**src/tlip_pkg.sv**
```systemverilog
// constants and types for the two-level interrupt priority controller
// assumes one 50 MHz core clock and an AXI4-Lite register port
`default_nettype none

package tlip_pkg;

    localparam int NUM_SRC = 6;
    localparam int ADDR_W = 8;

    // register byte addresses
    localparam logic [7:0] ADDR_FLAGS = 8'h00;
    localparam logic [7:0] ADDR_FLAG_CLR = 8'h04;
    localparam logic [7:0] ADDR_FLAG_EN = 8'h08;
    localparam logic [7:0] ADDR_CTRL = 8'h0C;
    localparam logic [7:0] ADDR_IE = 8'hA8;
    localparam logic [7:0] ADDR_IP = 8'hB8;

    // reset values
    localparam logic [7:0] IE_RESET = 8'h00;
    localparam logic [7:0] IP_RESET = 8'h00;
    localparam logic [7:0] FLAG_EN_RESET = 8'h00;
    localparam logic [7:0] CTRL_RESET = 8'h00;

    // enable register fields and register write masks
    localparam int IE_GLOBAL = 7;
    localparam logic [7:0] IE_MASK = 8'hBF;
    localparam logic [7:0] IP_MASK = 8'h3F;
    localparam logic [7:0] CTRL_MASK = 8'h07;

    // control register fields
    localparam int CTRL_EXT0_EDGE = 0;
    localparam int CTRL_EXT1_EDGE = 1;
    localparam int CTRL_TIMER2_EXTERNAL_INPUT_EN = 2;

    // flag register fields
    localparam int F_EXT0 = 0;
    localparam int F_TF0 = 1;
    localparam int F_EXT1 = 2;
    localparam int F_TF1 = 3;
    localparam int F_RX = 4;
    localparam int F_TX = 5;
    localparam int F_TF2 = 6;
    localparam int F_TIMER2_EXTERNAL_FLAG = 7;

    // source numbers in polling order
    localparam logic [2:0] SRC_EXT0 = 3'h0;
    localparam logic [2:0] SRC_TF0 = 3'h1;
    localparam logic [2:0] SRC_EXT1 = 3'h2;
    localparam logic [2:0] SRC_TF1 = 3'h3;
    localparam logic [2:0] SRC_SER = 3'h4;
    localparam logic [2:0] SRC_TF2 = 3'h5;

    // vector address per source, index 5 first
    localparam logic [5:0][7:0] VECTORS = {8'h2B, 8'h23, 8'h1B, 8'h13, 8'h0B, 8'h03};

    localparam logic [1:0] RESP_OKAY = 2'h0;
    localparam logic [1:0] RESP_SLVERR = 2'h2;

    typedef struct packed {
        logic req;
        logic level;
        logic [2:0] src;
        logic [7:0] vector;
    } tlip_grant_type;

endpackage : tlip_pkg

`default_nettype wire

```
**src/tlip_ctrl.sv**
```systemverilog
// two-level six-source interrupt controller with AXI4-Lite registers
// assumes peripheral event pulses on clk_sys; external pins are asynchronous
// Behaviour
// - six request sources served on two priority levels
// - one priority bit per source: clear is level 0, set is level 1
// - level of each source read from its priority bit at every decision
// - enabled pending request granted when nothing equal or higher is in service
// - request waits while equal or higher level runs, granted after it ends
// - level 1 preempts level 0; level 0 resumes after level 1 returns
// - same level ties: ext0, timer0, ext1, timer1, serial, timer2
// - fixed vectors 03H, 0BH, 13H, 1BH, 23H, 2BH per source
// - vectoring clears edge ext flags and timer0/1 flags; others stay set
// - transmit done set at bit 8 end in shift mode, else stop start
// - timer 2 external flag set on falling edge of its input when enabled
`default_nettype none

module tlip_ctrl (
    input wire logic clk_sys,
    input wire logic sys_rst,
    input wire logic [7:0] s_axi_awaddr,
    input wire logic s_axi_awvalid,
    output logic s_axi_awready,
    input wire logic [31:0] s_axi_wdata,
    input wire logic [3:0] s_axi_wstrb,
    input wire logic s_axi_wvalid,
    output logic s_axi_wready,
    output logic [1:0] s_axi_bresp,
    output logic s_axi_bvalid,
    input wire logic s_axi_bready,
    input wire logic [7:0] s_axi_araddr,
    input wire logic s_axi_arvalid,
    output logic s_axi_arready,
    output logic [31:0] s_axi_rdata,
    output logic [1:0] s_axi_rresp,
    output logic s_axi_rvalid,
    input wire logic s_axi_rready,
    input wire logic ext0_pin_n,
    input wire logic ext1_pin_n,
    input wire logic timer2_external_input,
    input wire logic timer0_overflow,
    input wire logic timer1_overflow,
    input wire logic timer2_overflow,
    input wire logic serial_shift_mode,
    input wire logic serial_tx_bit8_end,
    input wire logic serial_tx_stop_start,
    input wire logic serial_rx_done,
    input wire logic core_ack,
    input wire logic core_reti,
    output tlip_pkg::tlip_grant_type grant,
    output logic irq
);

    logic [7:0] ie_q;
    logic [7:0] ip_q;
    logic [7:0] flag_en_q;
    logic [7:0] ctrl_q;
    logic [7:0] flags_q;
    logic [1:0] in_service_q;
    tlip_pkg::tlip_grant_type grant_q;
    logic irq_q;

    // pin synchronisers: ext0, ext1, timer 2 external
    logic [2:0] pin_s1_q;
    logic [2:0] pin_s2_q;
    logic [2:0] pin_s3_q;
    logic [2:0] pin_filt_q;
    logic [2:0] pin_prev_q;
    logic [2:0] pin_fall;

    always_ff @(posedge clk_sys) begin
        if (sys_rst) begin
            pin_s1_q <= 3'h7;
            pin_s2_q <= 3'h7;
            pin_s3_q <= 3'h7;
            pin_filt_q <= 3'h7;
            pin_prev_q <= 3'h7;
        end else begin
            pin_s1_q <= {timer2_external_input, ext1_pin_n, ext0_pin_n};
            pin_s2_q <= pin_s1_q;
            pin_s3_q <= pin_s2_q;
            pin_filt_q <= (~(pin_s2_q ^ pin_s3_q) & pin_s3_q)
                | ((pin_s2_q ^ pin_s3_q) & pin_filt_q);
            pin_prev_q <= pin_filt_q;
        end
    end

    assign pin_fall = pin_prev_q & ~pin_filt_q;

    // axi write channel
    logic aw_done_q;
    logic w_done_q;
    logic [7:0] wr_addr_q;
    logic [7:0] wr_data_q;
    logic wr_lane0_q;
    logic awready_q;
    logic wready_q;
    logic bvalid_q;
    logic [1:0] bresp_q;
    logic wr_do;
    logic wr_hit;
    logic [7:0] sw_clr;

    assign wr_do = aw_done_q && w_done_q && !bvalid_q;

    always_ff @(posedge clk_sys) begin
        if (sys_rst) begin
            awready_q <= 1'b0;
            aw_done_q <= 1'b0;
            wr_addr_q <= 8'h00;
        end else if (s_axi_awvalid && awready_q) begin
            awready_q <= 1'b0;
            aw_done_q <= 1'b1;
            wr_addr_q <= s_axi_awaddr;
        end else if (wr_do) begin
            aw_done_q <= 1'b0;
        end else if (!aw_done_q && !bvalid_q) begin
            awready_q <= 1'b1;
        end
    end

    always_ff @(posedge clk_sys) begin
        if (sys_rst) begin
            wready_q <= 1'b0;
            w_done_q <= 1'b0;
            wr_data_q <= 8'h00;
            wr_lane0_q <= 1'b0;
        end else if (s_axi_wvalid && wready_q) begin
            wready_q <= 1'b0;
            w_done_q <= 1'b1;
            wr_data_q <= s_axi_wdata[7:0];
            wr_lane0_q <= s_axi_wstrb[0];
        end else if (wr_do) begin
            w_done_q <= 1'b0;
        end else if (!w_done_q && !bvalid_q) begin
            wready_q <= 1'b1;
        end
    end

    always_comb begin
        wr_hit = 1'b1;
        sw_clr = 8'h00;
        if (wr_addr_q == tlip_pkg::ADDR_FLAG_CLR) begin
            sw_clr = (wr_do && wr_lane0_q) ? wr_data_q : 8'h00;
        end else if (wr_addr_q == tlip_pkg::ADDR_FLAG_EN) begin
            wr_hit = 1'b1;
        end else if (wr_addr_q == tlip_pkg::ADDR_CTRL) begin
            wr_hit = 1'b1;
        end else if (wr_addr_q == tlip_pkg::ADDR_IE) begin
            wr_hit = 1'b1;
        end else if (wr_addr_q == tlip_pkg::ADDR_IP) begin
            wr_hit = 1'b1;
        end else if (wr_addr_q == tlip_pkg::ADDR_FLAGS) begin
            wr_hit = 1'b1;
        end else begin
            wr_hit = 1'b0;
        end
    end

    always_ff @(posedge clk_sys) begin
        if (sys_rst) begin
            bvalid_q <= 1'b0;
            bresp_q <= tlip_pkg::RESP_OKAY;
        end else if (wr_do) begin
            bvalid_q <= 1'b1;
            bresp_q <= wr_hit ? tlip_pkg::RESP_OKAY : tlip_pkg::RESP_SLVERR;
        end else if (s_axi_bready) begin
            bvalid_q <= 1'b0;
        end
    end

    // software registers
    always_ff @(posedge clk_sys) begin
        if (sys_rst) begin
            ie_q <= tlip_pkg::IE_RESET;
            ip_q <= tlip_pkg::IP_RESET;
            flag_en_q <= tlip_pkg::FLAG_EN_RESET;
            ctrl_q <= tlip_pkg::CTRL_RESET;
        end else if (wr_do && wr_lane0_q) begin
            if (wr_addr_q == tlip_pkg::ADDR_IE) begin
                ie_q <= wr_data_q & tlip_pkg::IE_MASK;
            end else if (wr_addr_q == tlip_pkg::ADDR_IP) begin
                ip_q <= wr_data_q & tlip_pkg::IP_MASK;
            end else if (wr_addr_q == tlip_pkg::ADDR_FLAG_EN) begin
                flag_en_q <= wr_data_q;
            end else if (wr_addr_q == tlip_pkg::ADDR_CTRL) begin
                ctrl_q <= wr_data_q & tlip_pkg::CTRL_MASK;
            end
        end
    end

    // axi read channel
    logic arready_q;
    logic rvalid_q;
    logic [7:0] rdata_q;
    logic [1:0] rresp_q;

    always_ff @(posedge clk_sys) begin
        if (sys_rst) begin
            arready_q <= 1'b0;
            rvalid_q <= 1'b0;
            rdata_q <= 8'h00;
            rresp_q <= tlip_pkg::RESP_OKAY;
        end else if (s_axi_arvalid && arready_q) begin
            arready_q <= 1'b0;
            rvalid_q <= 1'b1;
            rresp_q <= tlip_pkg::RESP_OKAY;
            if (s_axi_araddr == tlip_pkg::ADDR_FLAGS) begin
                rdata_q <= flags_q;
            end else if (s_axi_araddr == tlip_pkg::ADDR_FLAG_CLR) begin
                rdata_q <= 8'h00;
            end else if (s_axi_araddr == tlip_pkg::ADDR_FLAG_EN) begin
                rdata_q <= flag_en_q;
            end else if (s_axi_araddr == tlip_pkg::ADDR_CTRL) begin
                rdata_q <= ctrl_q;
            end else if (s_axi_araddr == tlip_pkg::ADDR_IE) begin
                rdata_q <= ie_q;
            end else if (s_axi_araddr == tlip_pkg::ADDR_IP) begin
                rdata_q <= ip_q;
            end else begin
                rdata_q <= 8'h00;
                rresp_q <= tlip_pkg::RESP_SLVERR;
            end
        end else if (rvalid_q) begin
            if (s_axi_rready) begin
                rvalid_q <= 1'b0;
            end
        end else begin
            arready_q <= 1'b1;
        end
    end

    // flag set and clear; set wins over clear
    logic [7:0] flag_set;
    logic [7:0] hw_clr;
    logic ack_take;

    assign ack_take = core_ack && grant_q.req;

    always_comb begin
        flag_set = 8'h00;
        flag_set[tlip_pkg::F_EXT0] = pin_fall[0];
        flag_set[tlip_pkg::F_TF0] = timer0_overflow;
        flag_set[tlip_pkg::F_EXT1] = pin_fall[1];
        flag_set[tlip_pkg::F_TF1] = timer1_overflow;
        flag_set[tlip_pkg::F_RX] = serial_rx_done;
        flag_set[tlip_pkg::F_TX] = serial_shift_mode ? serial_tx_bit8_end
            : serial_tx_stop_start;
        flag_set[tlip_pkg::F_TF2] = timer2_overflow;
        flag_set[tlip_pkg::F_TIMER2_EXTERNAL_FLAG] = pin_fall[2] && ctrl_q[tlip_pkg::CTRL_TIMER2_EXTERNAL_INPUT_EN];
        hw_clr = 8'h00;
        if (ack_take) begin
            hw_clr[tlip_pkg::F_EXT0] = grant_q.src == tlip_pkg::SRC_EXT0;
            hw_clr[tlip_pkg::F_TF0] = grant_q.src == tlip_pkg::SRC_TF0;
            hw_clr[tlip_pkg::F_EXT1] = grant_q.src == tlip_pkg::SRC_EXT1;
            hw_clr[tlip_pkg::F_TF1] = grant_q.src == tlip_pkg::SRC_TF1;
        end
    end

    always_ff @(posedge clk_sys) begin
        if (sys_rst) begin
            flags_q <= 8'h00;
        end else begin
            flags_q <= flag_set | (flags_q & ~(hw_clr | sw_clr));
            if (!ctrl_q[tlip_pkg::CTRL_EXT0_EDGE]) begin
                flags_q[tlip_pkg::F_EXT0] <= ~pin_filt_q[0];
            end
            if (!ctrl_q[tlip_pkg::CTRL_EXT1_EDGE]) begin
                flags_q[tlip_pkg::F_EXT1] <= ~pin_filt_q[1];
            end
        end
    end

    // source requests, enables and priority pick
    logic [5:0] src_req;
    logic [5:0] pend;
    logic [5:0] cand;
    tlip_pkg::tlip_grant_type grant_d;

    always_comb begin
        src_req = {flags_q[tlip_pkg::F_TF2] | flags_q[tlip_pkg::F_TIMER2_EXTERNAL_FLAG],
            flags_q[tlip_pkg::F_RX] | flags_q[tlip_pkg::F_TX],
            flags_q[tlip_pkg::F_TF1], flags_q[tlip_pkg::F_EXT1],
            flags_q[tlip_pkg::F_TF0], flags_q[tlip_pkg::F_EXT0]};
        pend = src_req & ie_q[5:0] & {6{ie_q[tlip_pkg::IE_GLOBAL]}};
        grant_d = '0;
        cand = 6'h00;
        if (|(pend & ip_q[5:0]) && !in_service_q[1]) begin
            cand = pend & ip_q[5:0];
            grant_d.level = 1'b1;
        end else if (|(pend & ~ip_q[5:0]) && in_service_q == 2'h0) begin
            cand = pend & ~ip_q[5:0];
        end
        for (int i = tlip_pkg::NUM_SRC - 1; i >= 0; i--) begin
            if (cand[i]) begin
                grant_d.src = 3'(i);
            end
        end
        grant_d.req = |cand;
        grant_d.vector = tlip_pkg::VECTORS[grant_d.src];
    end

    always_ff @(posedge clk_sys) begin
        if (sys_rst) begin
            grant_q <= '0;
        end else begin
            grant_q <= grant_d;
            if (ack_take) begin
                grant_q.req <= 1'b0;
            end
        end
    end

    // in-service levels, nested
    always_ff @(posedge clk_sys) begin
        if (sys_rst) begin
            in_service_q <= 2'h0;
        end else if (ack_take) begin
            in_service_q[grant_q.level] <= 1'b1;
        end else if (core_reti) begin
            if (in_service_q[1]) begin
                in_service_q[1] <= 1'b0;
            end else begin
                in_service_q[0] <= 1'b0;
            end
        end
    end

    always_ff @(posedge clk_sys) begin
        if (sys_rst) begin
            irq_q <= 1'b0;
        end else begin
            irq_q <= |(flags_q & flag_en_q);
        end
    end

    assign s_axi_awready = awready_q;
    assign s_axi_wready = wready_q;
    assign s_axi_bvalid = bvalid_q;
    assign s_axi_bresp = bresp_q;
    assign s_axi_arready = arready_q;
    assign s_axi_rvalid = rvalid_q;
    assign s_axi_rresp = rresp_q;
    assign s_axi_rdata = {24'h000000, rdata_q};
    assign grant = grant_q;
    assign irq = irq_q;

    // checking helpers
    logic [7:0] ip_prev_q;
    logic [5:0] cand_prev_q;

    always_ff @(posedge clk_sys) begin
        if (sys_rst) begin
            ip_prev_q <= 8'h00;
            cand_prev_q <= 6'h00;
        end else begin
            ip_prev_q <= ip_q;
            cand_prev_q <= cand;
        end
    end
endmodule : tlip_ctrl

`default_nettype wire

```
**config.mk**
```make
export PLATFORM = sky130hd
export DESIGN_NAME = tlip_ctrl
export DESIGN_NICKNAME = d
export VERILOG_FILES = /design/src/tlip_pkg.sv /design/src/tlip_ctrl.sv
export SDC_FILE = /design/constraint.sdc
export NUM_CORES = 1
export LEC_CHECK = 0
export BUFFER_PORTS_ARGS = -buffer_cell sky130_fd_sc_hd__buf_2
export CORE_MARGIN = 4
export CORE_UTILIZATION = 51
export DETAILED_ROUTE_END_ITERATION = 7
export GPL_TIMING_DRIVEN = 0
export PLACE_DENSITY = 0.81
export SLEW_MARGIN = 20
export SYNTH_ARGS = -nofsm -noshare
export SYNTH_HDL_FRONTEND = slang
export SYNTH_SLANG_ARGS = --single-unit
```
**constraint.sdc**
```tcl
create_clock -name clk_sys -period 3.15 [get_ports clk_sys]
set_input_delay 0.1575 -clock clk_sys [delete_from_list [all_inputs] [get_ports clk_sys]]
set_output_delay 0.1575 -clock clk_sys [all_outputs]
set_load 0.01 [all_outputs]
```
# Yosys cells after proc, flatten, opt, wreduce, memory -nomap -nowiden
# Memories as Yosys holds them, arrays and structs flattened. A register that Yosys moved wholly into a read port is not among the register bits.
# Index checks and enable logic that the tools add are counted.
[word_totals] ff_bits=91 latch_bits=0 mem_bits_rw=0 rom_bits=64 output_inout_bits=55 memories=1
[mem_list] memory="(name not given)" words=8 word_bits=8 rd=1 rd_clocked_by_memory_dff=1 write_ports=0 line_no="tlip_ctrl.sv:299" text="grant_d.vector = tlip_pkg::VECTORS[grant_d.src];"
[classes] addsub=0 mul=0 n_div=0 order_cmp=2 eq_ne=14 n_shift=0 n_mux=47 n_bitwise=26 n_reduce_logical=40
[op_table] cell="8-bit 2-to-1 mux" n=7
[op_table] cell="8-bit by 4-bit equality test with 1-bit output, second input constant" n=4
[op_table] cell="8-bit equality test, second input constant" n=4
[op_table] cell="6-bit AND" n=4
[op_table] cell="1-bit 2-to-1 mux" n=20
[op_table] cell="2-bit 2-to-1 mux" n=9
[op_table] cell="3-bit 2-to-1 mux" n=6
[op_table] cell="6-bit 2-to-1 mux" n=3
[op_table] cell="6-bit OR reduction" n=3
[op_table] cell="8-bit AND" n=2
[op_table] cell="8-bit by 3-bit equality test with 1-bit output, second input constant" n=2
[op_table] cell="8-bit zero test" n=2
[op_table] cell="1-bit logical AND" n=13
[op_table] cell="3-bit AND" n=3
[op_table] cell="8-bit inverter" n=1
[op_table] cell="4-bit by 8-bit bitwise OR with 8-bit output" n=1
[op_table] cell="8-bit bitwise OR" n=1
[op_table] cell="2-bit AND reduction" n=4
[op_table] cell="2-bit nonzero test" n=4
[op_table] cell="2-bit OR reduction" n=4
[op_table] cell="8-bit OR reduction" n=1
[op_table] cell="3-bit by 2-bit equality test with 1-bit output, second input constant" n=2
[op_table] cell="1-bit inverter" n=6
[op_table] cell="3-bit inverter" n=2
[op_table] cell="other kinds (17)" n=21

# Longest topological paths before layout
# Gate-level depths: netlist of the first run.
[logic_depth] depth_word=14 ltp_mapped=7 ltp_nobuf=5

# Worst setup path after synthesis of the first run
# OpenSTA, ideal clock, no wires.
[synth_path] path_type="flip-flop to flip-flop" from="register wr_addr_q[4]" to="register flags_q[1]" setup_time_ns=0.132 arrival_time_ns=1.600 slack_ns=1.418 stages_incl_launch_ff=6 n_path_buf=0 period_less_slack_ns=1.732 path_cell_list="dfxtp_1 > or4_4 > nor4_4 > nand3b_1 > o221ai_1 > a21oi_1"
[synth_between] elab_chain_cells=6
[synth_rtl] element="start: declaration" line_no="tlip_ctrl.sv:92" text="logic [7:0] wr_addr_q;"
[synth_rtl] element="start signal: assignment" line_no="tlip_ctrl.sv:113" text="wr_addr_q <= s_axi_awaddr;"
[synth_rtl] element="8-bit by 3-bit equality test with 1-bit output" line_no="tlip_ctrl.sv:142" text="if (wr_addr_q == tlip_pkg::ADDR_FLAG_CLR) begin"
[synth_rtl] element="8-bit 2-to-1 mux" line_no="tlip_ctrl.sv:142"
[synth_rtl] element="4-bit by 8-bit bitwise OR with 8-bit output" line_no="tlip_ctrl.sv:263" text="flags_q <= flag_set | (flags_q & ~(hw_clr | sw_clr));"
[synth_rtl] element="8-bit inverter" line_no="tlip_ctrl.sv:263"
[synth_rtl] element="8-bit AND" line_no="tlip_ctrl.sv:263"
[synth_rtl] element="8-bit bitwise OR" line_no="tlip_ctrl.sv:263"
[synth_rtl] element="end signal: assignment" line_no="tlip_ctrl.sv:263"
[synth_rtl] element="end signal: indexed assignment" line_no="tlip_ctrl.sv:265" text="flags_q[tlip_pkg::F_EXT0] <= ~pin_filt_q[0];"
[synth_rtl] element="end signal: indexed assignment" line_no="tlip_ctrl.sv:268" text="flags_q[tlip_pkg::F_EXT1] <= ~pin_filt_q[1];"
[synth_rtl] element="end: declaration" line_no="tlip_ctrl.sv:57" text="logic [7:0] flags_q;"
# No other way between the ends.
# A chain may end at the register's enable or synchronous reset.

# Worst setup path in the final report of the first run
# Same ends and word-level chain as after synthesis.

==> impl_summary.txt, run 1 <==
----------------------------------------------------
[Outcome]
  Run status ... finished, final reports clean

[Timing]
  Pins over their slew limit ... 0
  Post-route fraction of the period consumed by the critical path ... 64.9%
  Final worst clock skew ... 0.00923 ns
  Highest Clock Rate ... 490 MHz
  Number of setup violations in the final report ... 0
  Final TNS setup ... 0 ns
  Min cycle time layout ... 2.04 ns
  Worst-margin pin slew ... 0.680 ns
  Rel. slew slack ... 54.7%
  Worst-case hold slack ... 0.0144 ns
  Hold violation total from the final report ... 0
  Unrepaired setup endpoints after global routing ... false

[Placement]
  Port buffer count ... between 60 and 70
  Number of cells in the design after placement ... ~650
  Detail Placement HPWL ... 7330 µm
  RePlAce Congestion ... around 0.86

[Detailed routing]
  Drt drc ... 0
  Count of routing violations after the opening detailed-route iteration ... about 260
  Via count ... 3537
  First drt pass iteration count ... 6
  Count of antenna-violating nets left after detailed routing ... 0
  Via density ... roughly 5.3
  Final routed wirelength across all metal layers ... 9960 µm
  Detailed-route wire length per cell ... 14.9 µm

[Setup path]
  CP arrival ... 2.25 ns
  Endpoint of the lowest-slack register-to-register path ... flags_q[1]$_SDFF_PP0_
  Reg-to-reg setup timing slack ... 1.11 ns
  CP Data Required Time ... 3.35 ns
  Capturing element type of the critical path ... flop
  Worst Reg2Reg Path Length in Cells ... 5
  Class of the most critical setup path ... flop to flop
  Critical Path Sink ... flags_q[1]$_SDFF_PP0_
  Max FO, Critical Path ... 6
  Beginning of the worst register-to-register path ... wr_addr_q[4]$_SDFFE_PP0P_
  Crit path launch type ... flop
  Crit path from ... wr_addr_q[4]$_SDFFE_PP0P_

[Clock network]
  Number of buffers added by the clock tree synthesis step ... 9
  Max Buffers Root-to-Sink ... 2
  Hold buffer count at CTS ... 3
  H-Tree Level Count ... 3
  Setup repair bufs after CTS ... 0
  Post-cts gate resize count ... 0
  Clock latency at the later pin of the worst-skew pair ... approximately 0.35 ns
  Clock tree from TritonCTS ... yes
  Clock-pin slew reported for the worst setup and hold paths after clock tree synthesis ... around 0.09 ns
  Sink count of the clock tree ... between 90 and 100
  Cell at the root of the clock tree ... sky130_fd_sc_hd__clkbuf_8

[Finish]
  Footprint of the flip-flops and latches ... 0.00184 mm²
  Post-Layout Cell Count ... between 600 and 700
  Area of the multi-input gates ... 0.00194 mm²
  Filler Cell Count ... about 660
  Synth-to-layout area growth ... 21.3%
  Number of inserted diodes ... 0
  Share of layout cells above drive strength 1 ... roughly 25%
  Number of nets in the finished design ... 634

[Synthesis]
  Number of flops mapped to enable cells by yosys ... 0
  Gate Count Post-Synth ... 455
  Mean instance size in the synthesized netlist ... 8.89 µm²
  Post-synth cell types ... 46
  Warnings, synthesis ... 0
  Flops & latches, synth ... approximately 90
  Share of synthesized area occupied by flip-flops and latches ... 45.5%
  Main flop type after synthesis ... sky130_fd_sc_hd__dfxtp_1
  Post-synth ARST share ... 0%
  Area of the mapped netlist ... 0.00405 mm²

[GRT]
  Total global routing overflow ... 0
  Number of antenna violations at the first check in global routing ... 0
  Via count of the first global-routing pass ... 3452
  Pin count of the biggest net entering global routing ... 17
  Global-route usage over all layers ... 21.2%
  First-pass GRT wire length ... 16400 µm

[Floorplanning]
  Top-level port count ... 126
  Height of the die ... slightly below 100 µm
  Starting density of the core ... between 50% and 60%
  Number of rows created at floorplan ... 32
  Die area ... around 0.0094 mm²
  Placeable core area ... a little under 0.008 mm²
  X dimension of the die ... ~97 µm

[Power]
  Maximum ir drop on the vdd rail ... 302 µV
  Pleak ... approximately 2.1 nW
  Power Density ... 505 mW/mm²

[Job]
  Max capacitance violation total ... 0

[Min path]
  Depth of the worst hold-timing path ... 3
  Hold Crit Start ... timer2_overflow
  Path type of the worst min-delay path ... input pin to flop

----------------------------------------------------
==> cell families after synthesis <==
kind of cell	Yosys count	synth area share [%]
mux	39	9.90
other cells	1	0.0927
buf+inv	65	9.19
compound gates	89	13.8
simple gates	169	21.5
flops	92	45.5
==> area by class of cell <==
| class | count | area share (%) |
|---|---|---|
| flip-flops and latches | 92 | 37.5 |
| repair buffers | 69 | 7.34 |
| plain buffers | 50 | 6.43 |
| clock buffers | 9 | 2.52 |
| multi-input cells | 326 | 39.5 |
| inverters | 15 | 1.15 |
| clock inverters | 7 | 2.96 |
| well taps | 102 | 2.60 |
==> metrics by stage <==
stage          power, mW  utilization (%)  instance area, µm²  setup slack, ns
2_1_floorplan       1.39                -                4150             1.42
3_3_place_gp        1.46             59.6                4610             1.20
3_5_place_dp        1.47             59.6                4610             1.13
4_1_cts             2.49             63.5                4910             1.11
5_1_grt             2.57             63.5                4910            0.951
6_report            2.48             63.5                4910             1.11
==> critical path, stage by stage (launching register included) <==
cell and delay, ns:
sky130_fd_sc_hd__dfxtp_1 0.35, sky130_fd_sc_hd__or4_4 0.56, sky130_fd_sc_hd__nor4_4 0.32, sky130_fd_sc_hd__nand3b_1 0.31, sky130_fd_sc_hd__o221ai_1 0.27, sky130_fd_sc_hd__a21oi_1 0.10
==> worst min path at each step <==
stage	to
finish	flags_q[6]$_SDFF_PP0_
global route	flags_q[6]$_SDFF_PP0_
CTS	flags_q[4]$_SDFF_PP0_
detailed placement	pin_s1_q[2]$_SDFF_PP1_
global placement	pin_s1_q[1]$_SDFF_PP1_
floorplan	pin_s1_q[0]$_SDFF_PP1_
==> power breakdown <==
group / internal [mW] / switching (mW) / total (mW)
sequential: 1.20 / 0.0368 / 1.23
clock: 0.613 / 0.418 / 1.03
combinational: 0.0978 / 0.115 / 0.213
==> per-layer routing <==
| layer | track usage [%] | part of all wire (%) |
|---|---|---|
| met3 | 3.52 | 6.4 |
| met1 | 25.5 | 43 |
| met4 | 8.64 | 1.9 |
| met2 | 37.4 | 49 |
| met5 | 0 | 0 |
==> cell usage in the layout (no fill, tap or decap), types with 5 or more instances in the layout <==
cell type,count
sky130_fd_sc_hd__dfxtp_1,92
sky130_fd_sc_hd__buf_2,69
sky130_fd_sc_hd__nor2_1,50
sky130_fd_sc_hd__nand2_1,38
sky130_fd_sc_hd__a21oi_1,36
sky130_fd_sc_hd__mux2i_1,31
sky130_fd_sc_hd__buf_4,31
sky130_fd_sc_hd__conb_1,29
sky130_fd_sc_hd__o21ai_0,18
sky130_fd_sc_hd__inv_1,15
sky130_fd_sc_hd__or2_2,14
sky130_fd_sc_hd__nand3_1,14
sky130_fd_sc_hd__nor3_1,12
sky130_fd_sc_hd__clkbuf_1,11
sky130_fd_sc_hd__clkbuf_8,9
sky130_fd_sc_hd__mux2_2,8
sky130_fd_sc_hd__a211oi_1,8
sky130_fd_sc_hd__a22oi_1,8
sky130_fd_sc_hd__nand3b_1,6
sky130_fd_sc_hd__nand2b_1,6
sky130_fd_sc_hd__nand4_1,5
==> cells in the mapped netlist (11+ instances only) <==
cell type,n,area share (%)
sky130_fd_sc_hd__dfxtp_1,92,46
sky130_fd_sc_hd__nand3_1,14,1.7
sky130_fd_sc_hd__nand2_1,38,3.5
sky130_fd_sc_hd__clkbuf_1,11,1.0
sky130_fd_sc_hd__buf_4,31,5.8
sky130_fd_sc_hd__inv_1,15,1.4
sky130_fd_sc_hd__nor2_1,50,4.6
sky130_fd_sc_hd__o21ai_0,18,2.2
sky130_fd_sc_hd__mux2i_1,31,7.7
sky130_fd_sc_hd__a21oi_1,36,4.5
sky130_fd_sc_hd__or2_2,14,2.2
sky130_fd_sc_hd__nor3_1,12,1.5
==> sequential cells by signal (all words and copies together), names as in the netlist, 6 cells and up, named ones only <==
register and flops:
wr_data_q 8, flag_en_q 8, rdata_q 8, ie_q 7, grant 8, wr_addr_q 8, flags_q 8, ip_q 6
No activity file was read; power rests on OpenSTA's default activity.
==> inputs of run 2 (changes only) <==
==> constraint.sdc (replaced) <==
create_clock -name clk_sys -period 2.1 [get_ports clk_sys]
set_input_delay 0.105 -clock clk_sys [delete_from_list [all_inputs] [get_ports clk_sys]]
set_output_delay 0.105 -clock clk_sys [all_outputs]
set_load 0.01 [all_outputs]
==> run 2 against run 1 <==
Clock power is 50% higher; critical path type unchanged; setup slack worse by 0.96 ns; non-clock buffer count is 19 higher; worst hold slack worse by 0.0032 ns; fmax is 4.7% higher; largest cell class unchanged; total power is 51% higher.
==> impl_summary.txt, run 2 (synthesis gave the netlist of run 1 again) <==
----------------------------------------------------
[Finish]
  Post-Layout Cell Count ... 689 (+2.8%)
  Number of nets in the finished design ... 653 (+3.0%)
  Number of inserted diodes ... 0 (unchanged)
  Leading cell type in the layout, fill and taps excluded ... sky130_fd_sc_hd__dfxtp_1
  Leading cell types in the layout, fill and taps excluded ... 92 x sky130_fd_sc_hd__dfxtp_1, 69 x sky130_fd_sc_hd__buf_2, 50 x sky130_fd_sc_hd__nor2_1
  Filler Cell Count ... 633 (-4.4%)
  Synth-to-layout area growth ... 26.0%
  Core Util, Final ... 65.9% (+2.4 points)
  Layout Cell Area excl Fill ... 0.00509 mm² (+3.8%)
  Share of layout cells above drive strength 1 ... 24.7% (-0.65 points)

[GRT]
  Pin count of the biggest net entering global routing ... 17 (unchanged)
  First-pass GRT wire length ... 16700 µm (+1.7%)
  Global-route usage over all layers ... 21.5% (+0.31 points)
  Number of antenna violations at the first check in global routing ... 0 (unchanged)
  Via count of the first global-routing pass ... 3508 (+1.6%)
  Total global routing overflow ... 0 (unchanged)

[Clock network]
  Number of buffers added by the clock tree synthesis step ... 9 (unchanged)
  Cell at the root of the clock tree ... sky130_fd_sc_hd__clkbuf_8
  Max Buffers Root-to-Sink ... 2 (unchanged)
  H-Tree Level Count ... 3 (unchanged)
  Clock tree from TritonCTS ... yes
  Clock-pin slew reported for the worst setup and hold paths after clock tree synthesis ... 0.09 ns (about the same)
  Clock latency at the later pin of the worst-skew pair ... 0.35 ns (about the same)
  Post-cts gate resize count ... 0 (unchanged)
  Sink count of the clock tree ... 92 (unchanged)

[Setup path]
  Crit path from ... ie_q[7]$_SDFFE_PP0P_
  Capturing element type of the critical path ... flop
  Max FO, Critical Path ... 10 (+4)
  Largest stage delay, worst path ... 0.59 ns (+0.03 ns)
  Cell with the most instances on the worst path ... sky130_fd_sc_hd__nand4_1
  Slowest stage cell, crit path ... sky130_fd_sc_hd__or4_1
  CP Data Required Time ... 2.31 ns (-1.04 ns)
  CP arrival ... 2.16 ns (-0.09 ns)
  Class of the most critical setup path ... flop to flop
  Crit path launch type ... flop
  Beginning of the worst register-to-register path ... ie_q[7]$_SDFFE_PP0P_
  Worst-path cell chain ... buf_2 -> nand4_1 -> nand4_1 -> or4_1 -> o2111ai_1 -> a211oi_1

[Min path]
  Path type of the worst min-delay path ... input pin to flop
  Hold Crit Start ... s_axi_bready

[Timing]
  Rel. slew slack ... 53.3% (-1.4 points)
  Worst-case hold slack ... 0.0113 ns (-0.00318 ns)
  Pins over their slew limit ... 0 (unchanged)
  Final TNS setup ... 0 ns (unchanged)
  Min cycle time layout ... 1.95 ns (-0.0926 ns)
  Hold violation total from the final report ... 0 (unchanged)
  Highest Clock Rate ... 513 MHz (+4.7%)
  Post-route fraction of the period consumed by the critical path ... 92.9% (+28 points)
  Number of setup violations in the final report ... 0 (unchanged)
  Unrepaired setup endpoints after global routing ... false
  Final worst clock skew ... 0.00765 ns (-0.00158 ns)
  Worst-margin pin slew ... 0.701 ns (+0.0206 ns)
  Worst Setup Slack, final ... 0.150 ns (-0.957 ns)

[Power]
  Power Density ... 733 mW/mm² (+45%)
  Internal power summed over all cells ... 2.88 mW (+51%)
  Switching share of total power ... 22.7% (-0.25 points)
  Net switching component of the power ... 849 µW (+49%)
  Reg power frac ... 49.6% (-0.2 points)
  Part of the total power dissipated in the clock network ... 41.2% (-0.4 points)
  Maximum ir drop on the vdd rail ... 393 µV (+30%)
  Combinational Power Share ... 9.2% (+0.6 points)
  Overall power consumption ... 3.73 mW (+51%)
  Pleak ... 2.23 nW (+3.7%)

[Placement]
  Post-detailed-placement cell area ... 0.00461 mm² (unchanged)
  RePlAce Congestion ... 0.859 (unchanged)
  Detail Placement HPWL ... 7330 µm (unchanged)
  Number of cells in the design after placement ... 651 (unchanged)
  Port buffer count ... 66 (unchanged)
  Pre-CTS worst setup slack ... 0.0787 ns (-1.05 ns)

[Floorplanning]
  Top-level port count ... 126 (unchanged)
  Number of rows created at floorplan ... 32 (unchanged)
  Starting density of the core ... 52.3% (unchanged)
  Height of the die ... 97.1 µm (unchanged)
  X dimension of the die ... 97.1 µm (unchanged)
  Placeable core area ... 0.00773 mm² (unchanged)
  Die area ... 0.00942 mm² (unchanged)

[Detailed routing]
  First drt pass iteration count ... 5 (-1)
  Drt drc ... 0 (unchanged)
  Count of antenna-violating nets left after detailed routing ... 0 (unchanged)
  Via density ... 5.27 (-0.12%)
  Detailed-route wire length per cell ... 14.6 µm (-1.6%)
  Via count ... 3633 (+2.7%)
  Count of routing violations after the opening detailed-route iteration ... 268 (+5.1%)
  Final routed wirelength across all metal layers ... 10100 µm (+1.2%)

[Job]
  Max capacitance violation total ... 0 (unchanged)

[Outcome]
  Run status ... finished, final reports clean

----------------------------------------------------
[run 2: cell types whose count changed in the layout (fill, tap and decap cells not counted)]
cell                            delta
sky130_fd_sc_hd__buf_4             +1
sky130_fd_sc_hd__dlygate4sd3_1    +18
[run 2: cell type report]
type,count,area [µm²],area share (%)
timing repair buffer,88,548,10.8
sequential,92,1840,36.1
buffer,50,315,6.19
clock buffer,9,124,2.43
tap,102,128,2.50
multi-input combinational,326,1940,38.0
clock inverter,7,145,2.85
inverter,15,56.3,1.11
[run 2: path summary, 6_finish.rpt]
check	end	cells past startpoint	slack, ns
max	grant[8]$_SDFF_PP0_	6	0.15
min	s_axi_bvalid$_SDFFE_PP0P_	3	0.01
max reg2reg	grant[8]$_SDFF_PP0_	6	0.15
min reg2reg	pin_s2_q[2]$_SDFF_PP1_	1	0.42
[run 2: per-layer routing]
metal / part of all wire (%) / vias to the layer above / wire [µm] / track usage [%]
met2: 49 / 147 / 4970 / 37.7
li1: - / 1798 / - / -
met4: 1.9 / 0 / 195 / 8.86
met5: 0 / - / 0 / 0
met1: 43 / 1672 / 4290 / 25.9
met3: 6.2 / 16 / 628 / 3.66
[run 2: timing repair]
action,CTS,global route
hold buffers,21,0
endpoints found under the setup margin,0,6
hold endpoints to repair,22,0
buffers inserted,0,1
[run 2: power by group through the flow]
stage,Combinational [mW],Sequential (mW),Clock [mW]
after global routing,0.384,1.86,1.63
after global placement,0.305,1.89,0
after CTS,0.342,1.85,1.57
after floorplan,0.206,1.88,0
after detailed placement,0.311,1.89,0
final,0.344,1.85,1.54
[run 2: critical path, delay by kind of cell (launching register included)]
family,cells,cell delay [ns]
DFF,1,0.31
AOI/OAI and AO/OA,2,0.26
and+or+nand+nor,3,1.06
buffers and inverters,1,0.17
